`config.mk`:
```
export PLATFORM = sky130hd
export DESIGN_NAME = msse_exec
export DESIGN_NICKNAME = d
export VERILOG_FILES = /design/src/msse_pkg.sv /design/src/msse_alu.sv /design/src/msse_exec.sv
export SDC_FILE = /design/constraint.sdc
export NUM_CORES = 1
export LEC_CHECK = 0
export ABC_AREA = 1
export BUFFER_PORTS_ARGS = -buffer_cell sky130_fd_sc_hd__buf_2
export CAP_MARGIN = 40
export CORE_MARGIN = 3
export CORE_UTILIZATION = 45
export CTS_BUF_LIST = sky130_fd_sc_hd__clkbuf_8 sky130_fd_sc_hd__clkbuf_16
export CTS_CLUSTER_DIAMETER = 150
export DETAILED_ROUTE_END_ITERATION = 8
export PLACE_DENSITY_LB_ADDON = 0.25
export SLEW_MARGIN = 20
export SYNTH_ARGS = -nofsm -noshare
export SYNTH_HDL_FRONTEND = slang
export SYNTH_SLANG_ARGS = --single-unit
```
`constraint.sdc`:
```
create_clock -name clk -period 11.6 [get_ports clk]
set_input_delay 2.32 -clock clk [delete_from_list [all_inputs] [get_ports clk]]
set_output_delay 2.32 -clock clk [all_outputs]
set_load 0.05 [all_outputs]
```
`src/msse_pkg.sv`:
```
// Constants, types and register map for the halt/store/subtract/swap executor
// Behaviour
// - Halt clears watchdog counter and watchdog prescaler to zero.
// - Halt sets timeout flag to 1, clears powerdown flag, enters halt mode.
// - Special page store copies accumulator into SFR index 0..31, flags kept.
// - Register minus accumulator, register 0..127, updates zero, digit carry, carry.
// - Subtract result goes to accumulator when dest bit 0, register when 1.
// - Nibble swap exchanges low and high nibbles, dest bit selects target, flags kept.
package msse_pkg;
    // APB register byte offsets
    localparam logic [7:0] REG_CMD = 8'h00;
    localparam logic [7:0] REG_ACCUM = 8'h04;
    localparam logic [7:0] REG_STATUS = 8'h08;
    localparam logic [7:0] REG_WATCHDOG = 8'h0c;
    localparam logic [7:0] REG_FILE_BASE = 8'h80;
    localparam logic [7:0] REG_SFR_BASE = 8'hc0;
    // Command word fields
    localparam int CMD_OP_LSB = 0;
    localparam int CMD_ADDR_LSB = 8;
    localparam int CMD_DEST_BIT = 16;
    // Status word bit positions
    localparam int ST_CARRY = 0;
    localparam int ST_DIGIT_CARRY = 1;
    localparam int ST_ZERO = 2;
    localparam int ST_POWERDOWN_N = 3;
    localparam int ST_TIMEOUT_N = 4;
    localparam int ST_HALT = 5;
    // Reset values
    localparam logic [7:0] ACCUM_RST = 8'h00;
    localparam logic [7:0] WATCHDOG_CLEAR = 8'h00;
    localparam logic [7:0] SFR_RST = 8'h00;
    // Opcode encodings
    localparam logic [7:0] OP_HALT = 8'h01;
    localparam logic [7:0] OP_SFR_STORE = 8'h02;
    localparam logic [7:0] OP_SUB = 8'h03;
    localparam logic [7:0] OP_SWAP = 8'h04;
    localparam logic [7:0] OP_WAKE = 8'h05;
    // Sizes
    localparam int FILE_DEPTH = 128;
    localparam int SFR_DEPTH = 32;
    // Executor states
    typedef enum logic [2:0] {
        ST_IDLE = 3'b001,
        ST_EXEC = 3'b010,
        ST_SLEEP = 3'b100
    } msse_state_t;
endpackage

```
`src/msse_alu.sv`:
```
// Subtract and nibble-swap datapath
`timescale 1ns/100ps
module msse_alu (
    input wire logic [7:0] regVal,
    input wire logic [7:0] accumVal,
    output logic [7:0] diff,
    output logic carry,
    output logic digitCarry,
    output logic zero,
    output logic [7:0] swapped
);
    logic [8:0] fullSum;
    logic [4:0] lowSum;

    // Register plus inverted accumulator plus one: carry set means no borrow
    assign fullSum = {1'b0, regVal} + {1'b0, ~accumVal} + 9'h001;
    assign lowSum = {1'b0, regVal[3:0]} + {1'b0, ~accumVal[3:0]} + 5'h01;
    assign diff = fullSum[7:0];
    assign carry = fullSum[8];
    assign digitCarry = lowSum[4];
    assign zero = (fullSum[7:0] == 8'h00);
    // Nibble exchange
    assign swapped = {regVal[3:0], regVal[7:4]};
endmodule

```
`src/msse_exec.sv`:
```
// APB-controlled executor for halt, SFR store, subtract and nibble swap
//
// Local design decisions: the APB slave port and the register offsets.
`timescale 1ns/100ps
module msse_exec (
    input wire logic clk,
    input wire logic srst,
    input wire logic psel,
    input wire logic penable,
    input wire logic pwrite,
    input wire logic [7:0] paddr,
    input wire logic [31:0] pwdata,
    output logic [31:0] prdata,
    output logic pready,
    output logic pslverr,
    output logic haltMode,
    output logic [7:0] watchdogCounter,
    output logic [7:0] watchdogPrescaler
);
    logic [7:0] accumulator_ff;
    logic [7:0] fileReg_ff [msse_pkg::FILE_DEPTH];
    logic [7:0] sfrPage_ff [msse_pkg::SFR_DEPTH];
    logic carry_ff;
    logic digitCarry_ff;
    logic zero_ff;
    logic timeoutFlagN_ff;
    logic powerdownFlagN_ff;
    logic [7:0] wdog_ff;
    logic [7:0] wdogPre_ff;
    logic [31:0] prdata_ff;
    logic pready_ff;
    logic pslverr_ff;
    logic [7:0] op_ff;
    logic [6:0] addr_ff;
    logic dest_ff;
    msse_pkg::msse_state_t state_ff;
    msse_pkg::msse_state_t nxt_state;

    // Address decode
    logic setup;
    logic wrCmd;
    logic rdFile;
    logic rdSfr;
    logic hitFixed;
    logic mapped;
    logic [6:0] fileIdx;
    logic [4:0] sfrIdx;
    logic [7:0] statusByte;
    logic [31:0] nxt_prdata;

    assign setup = psel && !penable;
    assign fileIdx = paddr[6:0] >> 2;
    assign sfrIdx = paddr[6:2];
    assign rdFile = (paddr[7:6] == 2'b10) && (paddr[1:0] == 2'b00);
    assign rdSfr = (paddr[7:6] == 2'b11) && (paddr[1:0] == 2'b00);
    assign hitFixed = (paddr == msse_pkg::REG_CMD) || (paddr == msse_pkg::REG_ACCUM)
        || (paddr == msse_pkg::REG_STATUS) || (paddr == msse_pkg::REG_WATCHDOG);
    assign mapped = hitFixed || rdFile || rdSfr;
    assign wrCmd = setup && pwrite && (paddr == msse_pkg::REG_CMD) && (state_ff != msse_pkg::ST_EXEC);
    assign statusByte = {2'b00, (state_ff == msse_pkg::ST_SLEEP), timeoutFlagN_ff,
        powerdownFlagN_ff, zero_ff, digitCarry_ff, carry_ff};

    // Read mux; file window covers 16 words per APB page
    // Only the lower sixteen special-page entries are readable over the bus
    assign nxt_prdata = (paddr == msse_pkg::REG_ACCUM) ? {24'h000000, accumulator_ff} :
        (paddr == msse_pkg::REG_STATUS) ? {24'h000000, statusByte} :
        (paddr == msse_pkg::REG_WATCHDOG) ? {16'h0000, wdogPre_ff, wdog_ff} :
        rdFile ? {24'h000000, fileReg_ff[{3'b000, fileIdx[3:0]}]} :
        rdSfr ? {24'h000000, sfrPage_ff[{1'b0, sfrIdx[3:0]}]} : 32'h00000000;

    // Datapath
    logic [7:0] srcVal;
    logic [7:0] diff;
    logic [7:0] swapped;
    logic subC;
    logic subDigit;
    logic subZ;
    logic [7:0] result;
    logic isSub;
    logic isSwap;
    logic execNow;
    logic toAccum;
    logic toReg;

    assign srcVal = fileReg_ff[addr_ff];
    msse_alu u_alu (
        .regVal(srcVal),
        .accumVal(accumulator_ff),
        .diff(diff),
        .carry(subC),
        .digitCarry(subDigit),
        .zero(subZ),
        .swapped(swapped)
    );
    assign execNow = (state_ff == msse_pkg::ST_EXEC);
    assign isSub = execNow && (op_ff == msse_pkg::OP_SUB);
    assign isSwap = execNow && (op_ff == msse_pkg::OP_SWAP);
    assign result = isSub ? diff : swapped;
    assign toAccum = (isSub || isSwap) && !dest_ff;
    assign toReg = (isSub || isSwap) && dest_ff;

    // Next state: one execute cycle per command written in idle; commands written in halt never execute
    always_comb begin
        nxt_state = state_ff;
        case (state_ff)
            msse_pkg::ST_IDLE: begin
                if (wrCmd) begin
                    nxt_state = msse_pkg::ST_EXEC;
                end
            end
            msse_pkg::ST_EXEC: begin
                nxt_state = (op_ff == msse_pkg::OP_HALT) ? msse_pkg::ST_SLEEP : msse_pkg::ST_IDLE;
            end
            msse_pkg::ST_SLEEP: begin
                // Only a wake command leaves halt
                if (wrCmd && (pwdata[7:0] == msse_pkg::OP_WAKE)) begin
                    nxt_state = msse_pkg::ST_IDLE;
                end
            end
            default: nxt_state = msse_pkg::ST_IDLE;
        endcase
    end

    // State and command latch
    always_ff @(posedge clk) begin
        if (srst) begin
            state_ff <= msse_pkg::ST_IDLE;
            op_ff <= 8'h00;
            addr_ff <= 7'h00;
            dest_ff <= 1'b0;
        end else begin
            state_ff <= nxt_state;
            if (wrCmd) begin
                op_ff <= pwdata[msse_pkg::CMD_OP_LSB +: 8];
                addr_ff <= pwdata[msse_pkg::CMD_ADDR_LSB +: 7];
                dest_ff <= pwdata[msse_pkg::CMD_DEST_BIT];
            end
        end
    end

    // APB answer: ready in the cycle after setup, so access phase lasts one edge
    always_ff @(posedge clk) begin
        if (srst) begin
            pready_ff <= 1'b0;
            pslverr_ff <= 1'b0;
            prdata_ff <= 32'h00000000;
        end else begin
            pready_ff <= setup;
            pslverr_ff <= setup && !mapped;
            prdata_ff <= (setup && !pwrite) ? nxt_prdata : 32'h00000000;
        end
    end

    // Accumulator: software load or instruction write-back
    always_ff @(posedge clk) begin
        if (srst) begin
            accumulator_ff <= msse_pkg::ACCUM_RST;
        end else if (toAccum) begin
            // Write-back outranks a bus load; the bus cannot land in that cycle
            accumulator_ff <= result;
        end else if (setup && pwrite && (paddr == msse_pkg::REG_ACCUM)) begin
            accumulator_ff <= pwdata[7:0];
        end
    end

    // File registers; no reset keeps this a plain RAM
    always_ff @(posedge clk) begin
        if (toReg) begin
            fileReg_ff[addr_ff] <= result;
        end else if (setup && pwrite && rdFile) begin
            fileReg_ff[{3'b000, fileIdx[3:0]}] <= pwdata[7:0];
        end
    end

    // Special function page store
    always_ff @(posedge clk) begin
        if (execNow && (op_ff == msse_pkg::OP_SFR_STORE)) begin
            sfrPage_ff[addr_ff[4:0]] <= accumulator_ff;
        end
    end

    // Flags: only subtract touches arithmetic flags
    always_ff @(posedge clk) begin
        if (srst) begin
            carry_ff <= 1'b0;
            digitCarry_ff <= 1'b0;
            zero_ff <= 1'b0;
        end else if (isSub) begin
            carry_ff <= subC;
            digitCarry_ff <= subDigit;
            zero_ff <= subZ;
        end
    end

    // Watchdog and reset-cause flags
    always_ff @(posedge clk) begin
        if (srst) begin
            wdog_ff <= msse_pkg::WATCHDOG_CLEAR;
            wdogPre_ff <= msse_pkg::WATCHDOG_CLEAR;
            timeoutFlagN_ff <= 1'b1;
            powerdownFlagN_ff <= 1'b1;
        end else if (execNow && (op_ff == msse_pkg::OP_HALT)) begin
            // Both stages cleared together; counting resumes on the next edge
            wdog_ff <= msse_pkg::WATCHDOG_CLEAR;
            wdogPre_ff <= msse_pkg::WATCHDOG_CLEAR;
            timeoutFlagN_ff <= 1'b1;
            powerdownFlagN_ff <= 1'b0;
        end else begin
            // Prescaler free-runs and steps the counter on wrap
            wdogPre_ff <= wdogPre_ff + 8'h01;
            if (wdogPre_ff == 8'hff) begin
                wdog_ff <= wdog_ff + 8'h01;
            end
        end
    end

    assign prdata = prdata_ff;
    assign pready = pready_ff;
    assign pslverr = pslverr_ff;
    // One-hot sleep bit of the state flop drives the halt output directly
    assign haltMode = state_ff[2];
    assign watchdogCounter = wdog_ff;
    assign watchdogPrescaler = wdogPre_ff;
endmodule

```
Yosys cells after proc, flatten, opt, wreduce, memory -nomap -nowiden
Memories as Yosys holds them, arrays and structs flattened. A register that Yosys moved wholly into a read port is not among the register bits.
Cells that the tools add are included.
W data, S select, Z words.
{ "word_totals": {"ff_bits": 81, "latchBits": 0, "mem_bits_rw": 1280, "rom_bits": 0, "input_bits": 45, "output_inout_bits": 51, "wordCells": 105, "n_memories": 2} }
{ "memory_table": {"columns": ["name", "words", "word_bits", "rd", "rd_ports_with_merged_regs", "write_ports", "line", "text"], "rows": [
  ["fileReg_ff", 128, 8, 2, 1, 1, "msse_exec.sv:21", "logic [7:0] fileReg_ff [msse_pkg::FILE_DEPTH];"],
  ["sfrPage_ff", 32, 8, 1, 0, 1, "msse_exec.sv:22", "logic [7:0] sfrPage_ff [msse_pkg::SFR_DEPTH];"]
]} }
{ "op_classes": {"n_addsub": 6, "multipliers": 0, "div": 0, "magnitude_cmp": 0, "n_eq_ne": 17, "n_shift": 0, "n_mux": 24, "bitwise": 3, "reduce_logical": 37} }
{ "ops": {"columns": ["operator", "n"], "rows": [
  ["$mux W8", 8],
  ["$eq A8 B3 Y1 const B", 3],
  ["$mux W7", 3],
  ["$logic_and A1 B1 Y1", 17],
  ["$add A8 B1 Y8 const B", 2],
  ["$eq A8 B2 Y1 const B", 2],
  ["$eq A8 B4 Y1 const B", 2],
  ["$logic_not A8 Y1", 2],
  ["$mux W16", 1],
  ["$add A8 B8 Y9", 1],
  ["$add A9 B1 Y9 const B", 1],
  ["$mux W3", 3],
  ["$pmux W3 S3", 1],
  ["$eq A8 B1 Y1 const B", 1],
  ["$eq A8 B8 Y1 const B", 1],
  ["$mux W1", 8],
  ["$not A8 Y8", 1],
  ["$reduce_or A8 Y1", 1],
  ["$logic_or A1 B1 Y1", 6],
  ["$reduce_or A6 Y1", 1],
  ["$add A4 B4 Y5", 1],
  ["$add A5 B1 Y5 const B", 1],
  ["$eq A2 B2 Y1 const B", 2],
  ["$logic_not A1 Y1", 4],
  ["other kinds (13)", 14]
]} }

Longest topological paths before layout
{ "logic_depth": {"depth_word": 9, "mapped_depth": 26, "ltp_nobuf": 23} }

Hierarchy
Synthesis repeated with hierarchy kept, for this count alone.
{ "unflattened": {"hier_cells": 4692, "area_unflattened_um2": 51568.2} }
{ "by_module_without_submodules": {"columns": ["mod", "instances", "cells_per_inst", "area_each_um2", "seq_area_each_um2"], "rows": [
  ["msse_exec", 1, 4588, 50987.7, 36034.6],
  ["msse_alu", 1, 104, 580.6, 0.0]
]} }

Worst setup path after synthesis
No wires, ideal clock.
{ "synth_timing": {"path_kind": "input-to-reg", "from": "in paddr[1]", "to": "mem fileReg_ff[0][0] (data pin)", "setup_ps": 1198, "arrival_time_ps": 8332, "required_ps": 10402, "slack_ps": 2070, "stages": 11, "n_path_buf": 2, "cell_sequence": "nor2_2 > inv_2 > nor2_4 > inv_2 > nor2_8 > nand2_2 > clkinv_2 > nand2_8 > buf_6 > clkbuf_1 > o21ai_0"} }
{ "synth_between": {"elab_chain_len": 8} }
{ "synth_lines": {"columns": ["element", "line", "text"], "rows": [
  ["start, declared", "msse_exec.sv:11", "input wire logic [7:0] paddr,"],
  ["$logic_not A2 Y1", "msse_exec.sv:54", "assign rdFile = (paddr[7:6] == 2'b10) && (paddr[1:0] == 2'b00);"],
  ["$logic_and A1 B1 Y1", "msse_exec.sv:54", null],
  ["$logic_and A1 B1 Y1", "msse_exec.sv:170", "end else if (setup && pwrite && rdFile) begin"],
  ["$mux W1", "msse_exec.sv:170", null],
  ["$mux W1", "msse_exec.sv:168", "if (toReg) begin"],
  ["$mux W1 (implied by the code)", "msse_exec.sv:171", "fileReg_ff[{3'b000, fileIdx[3:0]}] <= pwdata[7:0];"],
  ["$reduce_or A8 Y1 (no line)", null, null],
  ["$mux W8 (no line)", null, null],
  ["end, declared", "msse_exec.sv:21", null]
]} }
No other way between the ends.

==> impl_metrics.ini <==
[floorplanning]
die_w_um = 343
start_util_pct = 45.5
num_rows = 123
design.core.area_um2 = 113000
ios = 96
die_h_um = 343
die-area_um2 = 118000

[power]
netSwitchingPower_mw = 1.80
leakage_nw = 20.1
pwr_density_cell_nw_per_um2 = 157
p_int_mw = 7.24
comb_power_share_pct = 1.4
ir_drop_uv = 137
power_frac_seq_pct = 52.8
clkPwrFrac_pct = 45.8
swShare_pct = 19.9

[placed_design]
gp_congestion = 0.855
portBuffers = 63
hpwl_um = 75400
pre_cts_ws_ns = 4.51

[worst_setup_path]
crit_top_cell = nand2_1
worstSetupPathType = flop to flop
critPathRequiredTime_ns = 12.03
cp-end-kind = flop
cp_num_buf_inv = 7
cp.arrival_ns = 7.40
cp-start-kind = flop
slowest_stage = buf_4
cp_top_family = buffers and inverters
critical-path-max-stage-delay_ns = 0.69
path_max_fanout = 69

[global_route]
grt_max_degree = 175
antenna_found_initial = 1
globalRouteOverflowTotal = 0
grt_first_pass_wirelength_um = 201000
grt_usage_pct = 22.6
grt_pass1_vias = 32400

[drt]
viasPerCell = 5.58
antenna_left = 0
met2_length_um = 63400
top_layer_used = met4
dr.pass1.iters = 6
dr_wl_met3_um = 10600
vias = 34500
avgRoutedWirePerCell_um = 21.7
drc = 0
drt_wl_total_um = 134000
wl_met1_um = 56400
drt_iter0_markers = 4018

[final_layout]
area_growth_pct = 12.3
final_nets = 4629
fillCellCount = 9743
seq_area_um2 = 36000
multi_input_area_um2 = 13600
drive_gt1_share_pct = 8.46
final_util_pct = 51.1

[job]
cap_violations = 0

[clock_network]
cts_setup_buffers = 0
cts.clk_slew.worst_paths_ns = 0.06
cts-hold-fix-buffers = 0
cts.htree.levels = 4
cts-root-buf = clkbuf_16
clkSinkCount = 1224
cts_resized = 0
clockBufferDepth = 3
cts_buffers = 132
cts_tree = done
clk-insertion-delay-late_ns = 0.75

[yosys]
yosysMostFrequentCell = nand2_1
ys_seq_area_share_pct = 70.4
synth_cells = 4562
postSynthAreaPerCell_um2 = 11.2
ys_types = 52
synth_area_leaders = edfxtp_1 (68%), nand2_1 (10%), nand3_1 (9.7%), dfxtp_1 (2.8%), nor2_1 (1.6%)
ys.flop_type = edfxtp_1
synth_area_leader_cell = edfxtp_1
yosys.area.top_type_share_pct = 67.6
async_flop_share_pct = 0
ys_warn_count = 0
syn-cell-area_um2 = 51200
synth_commonest_cells = nand2_1 (1404), edfxtp_1 (1152), nand3_1 (997)
ys_seq_elements = 1224
synth_edf_count = 1152

[timing]
hold_viol_final = 0
fmax_mhz = 144
setup_viol = 0
fin_crit_ns = 6.97
min_period_over_period_pct = 60.1
relSlewSlack_pct = 33.9
slew_viol_final = 0
finalClockSkew_ns = 0.0300
final.setup.tns_ns = 0
worst_slew_pin_slew_ns = 0.992
rsz0062_at_grt = false
fin_ws_ns = 4.63

[run_status]
status = complete, no violations

[worst_hold_path]
hp-class = flop to flop
hp-start = powerdownFlagN_ff$_SDFFE_PP1P_
## logic make-up after synthesis
family	after synthesis	synth area share, %
adder cells (fa/ha/maj)	11	0.283
flip-flops	1224	70.4
buffers and inverters	390	3.40
AO/OA/AOI/OAI	208	2.61
AND/OR/NAND/NOR	2720	23.2
XOR/XNOR	8	0.137
other	1	0.00732
## routing by layer
layer,track usage [%],up-vias
met1,31.8,16700
met5,0,-
met3,3.57,241
li1,-,16100
met4,8.47,0
met2,35.6,1412
## path summary, 6_finish.rpt
kind,to,slack (ns),cells past startpoint
max,fileReg_ff[119][6]$_DFFE_PP_,4.63,25
min,powerdownFlagN_ff$_SDFFE_PP1P_,0.46,2
max reg2reg,fileReg_ff[119][6]$_DFFE_PP_,4.63,25
min reg2reg,powerdownFlagN_ff$_SDFFE_PP1P_,0.46,2
## state kept, by name, summed over array words and instances (netlist names), 7 cells and up, named ones only
register	count
fileReg_ff	1024
sfrPage_ff	128
prdata	16
accumulator_ff	8
op_ff	8
watchdogCounter	8
watchdogPrescaler	8
addr_ff	7
## per-stage QoR
stage | area [µm²] | hold WS [ns] | instances | power (mW)
2_1_floorplan | 51300 | 0.420 | 4577 | 4.95
3_3_place_gp | 52600 | 0.447 | 5892 | 4.99
3_5_place_dp | 52900 | 0.448 | 5914 | 4.99
4_1_cts | 57200 | 0.458 | 6154 | 9.09
5_1_grt | 57500 | 0.486 | 6179 | 9.27
6_report | 57500 | 0.458 | 6181 | 9.04
## cell type report
| type | instances | area share [%] |
|---|---|---|
| Antenna cell | 2 | 0.00870 |
| Clock buffer | 140 | 6.01 |
| Clock inverter | 100 | 1.43 |
| Inverter | 101 | 0.709 |
| Multi-Input combinational cell | 2963 | 23.7 |
| Sequential cell | 1224 | 62.7 |
| Tap cell | 1500 | 3.26 |
| Timing Repair Buffer | 151 | 2.24 |
## tightest hold or removal path, stage by stage (launching register included)
cell,delay [ns]
dfxtp_1,0.31
nand2_1,0.06
nand2_1,0.04
## power by group through the flow
stage | clock network, mW | registers (mW) | logic, mW
global placement | 0 | 4.86 | 0.126
finish | 4.14 | 4.77 | 0.129
detailed placement | 0 | 4.86 | 0.128
CTS | 4.19 | 4.77 | 0.128
floorplan | 0 | 4.87 | 0.0790
global route | 4.37 | 4.77 | 0.139
## placed cells by master (no fill, tap or decap), drive strengths merged, types with 10 or more instances in the layout
cell type and instances:
nand2 1409, edfxtp 1152, nand3 997, nor2 233, buf 150, clkbuf 141, inv 138, dfxtp 72
o21ai 70, nand4 50, clkinv 47, a22oi 43, a21oi 36, a41oi 17, conb 16, o211ai 14
nor3 14, bufinv 13, ha 10
(Power assumes the default switching activity.)
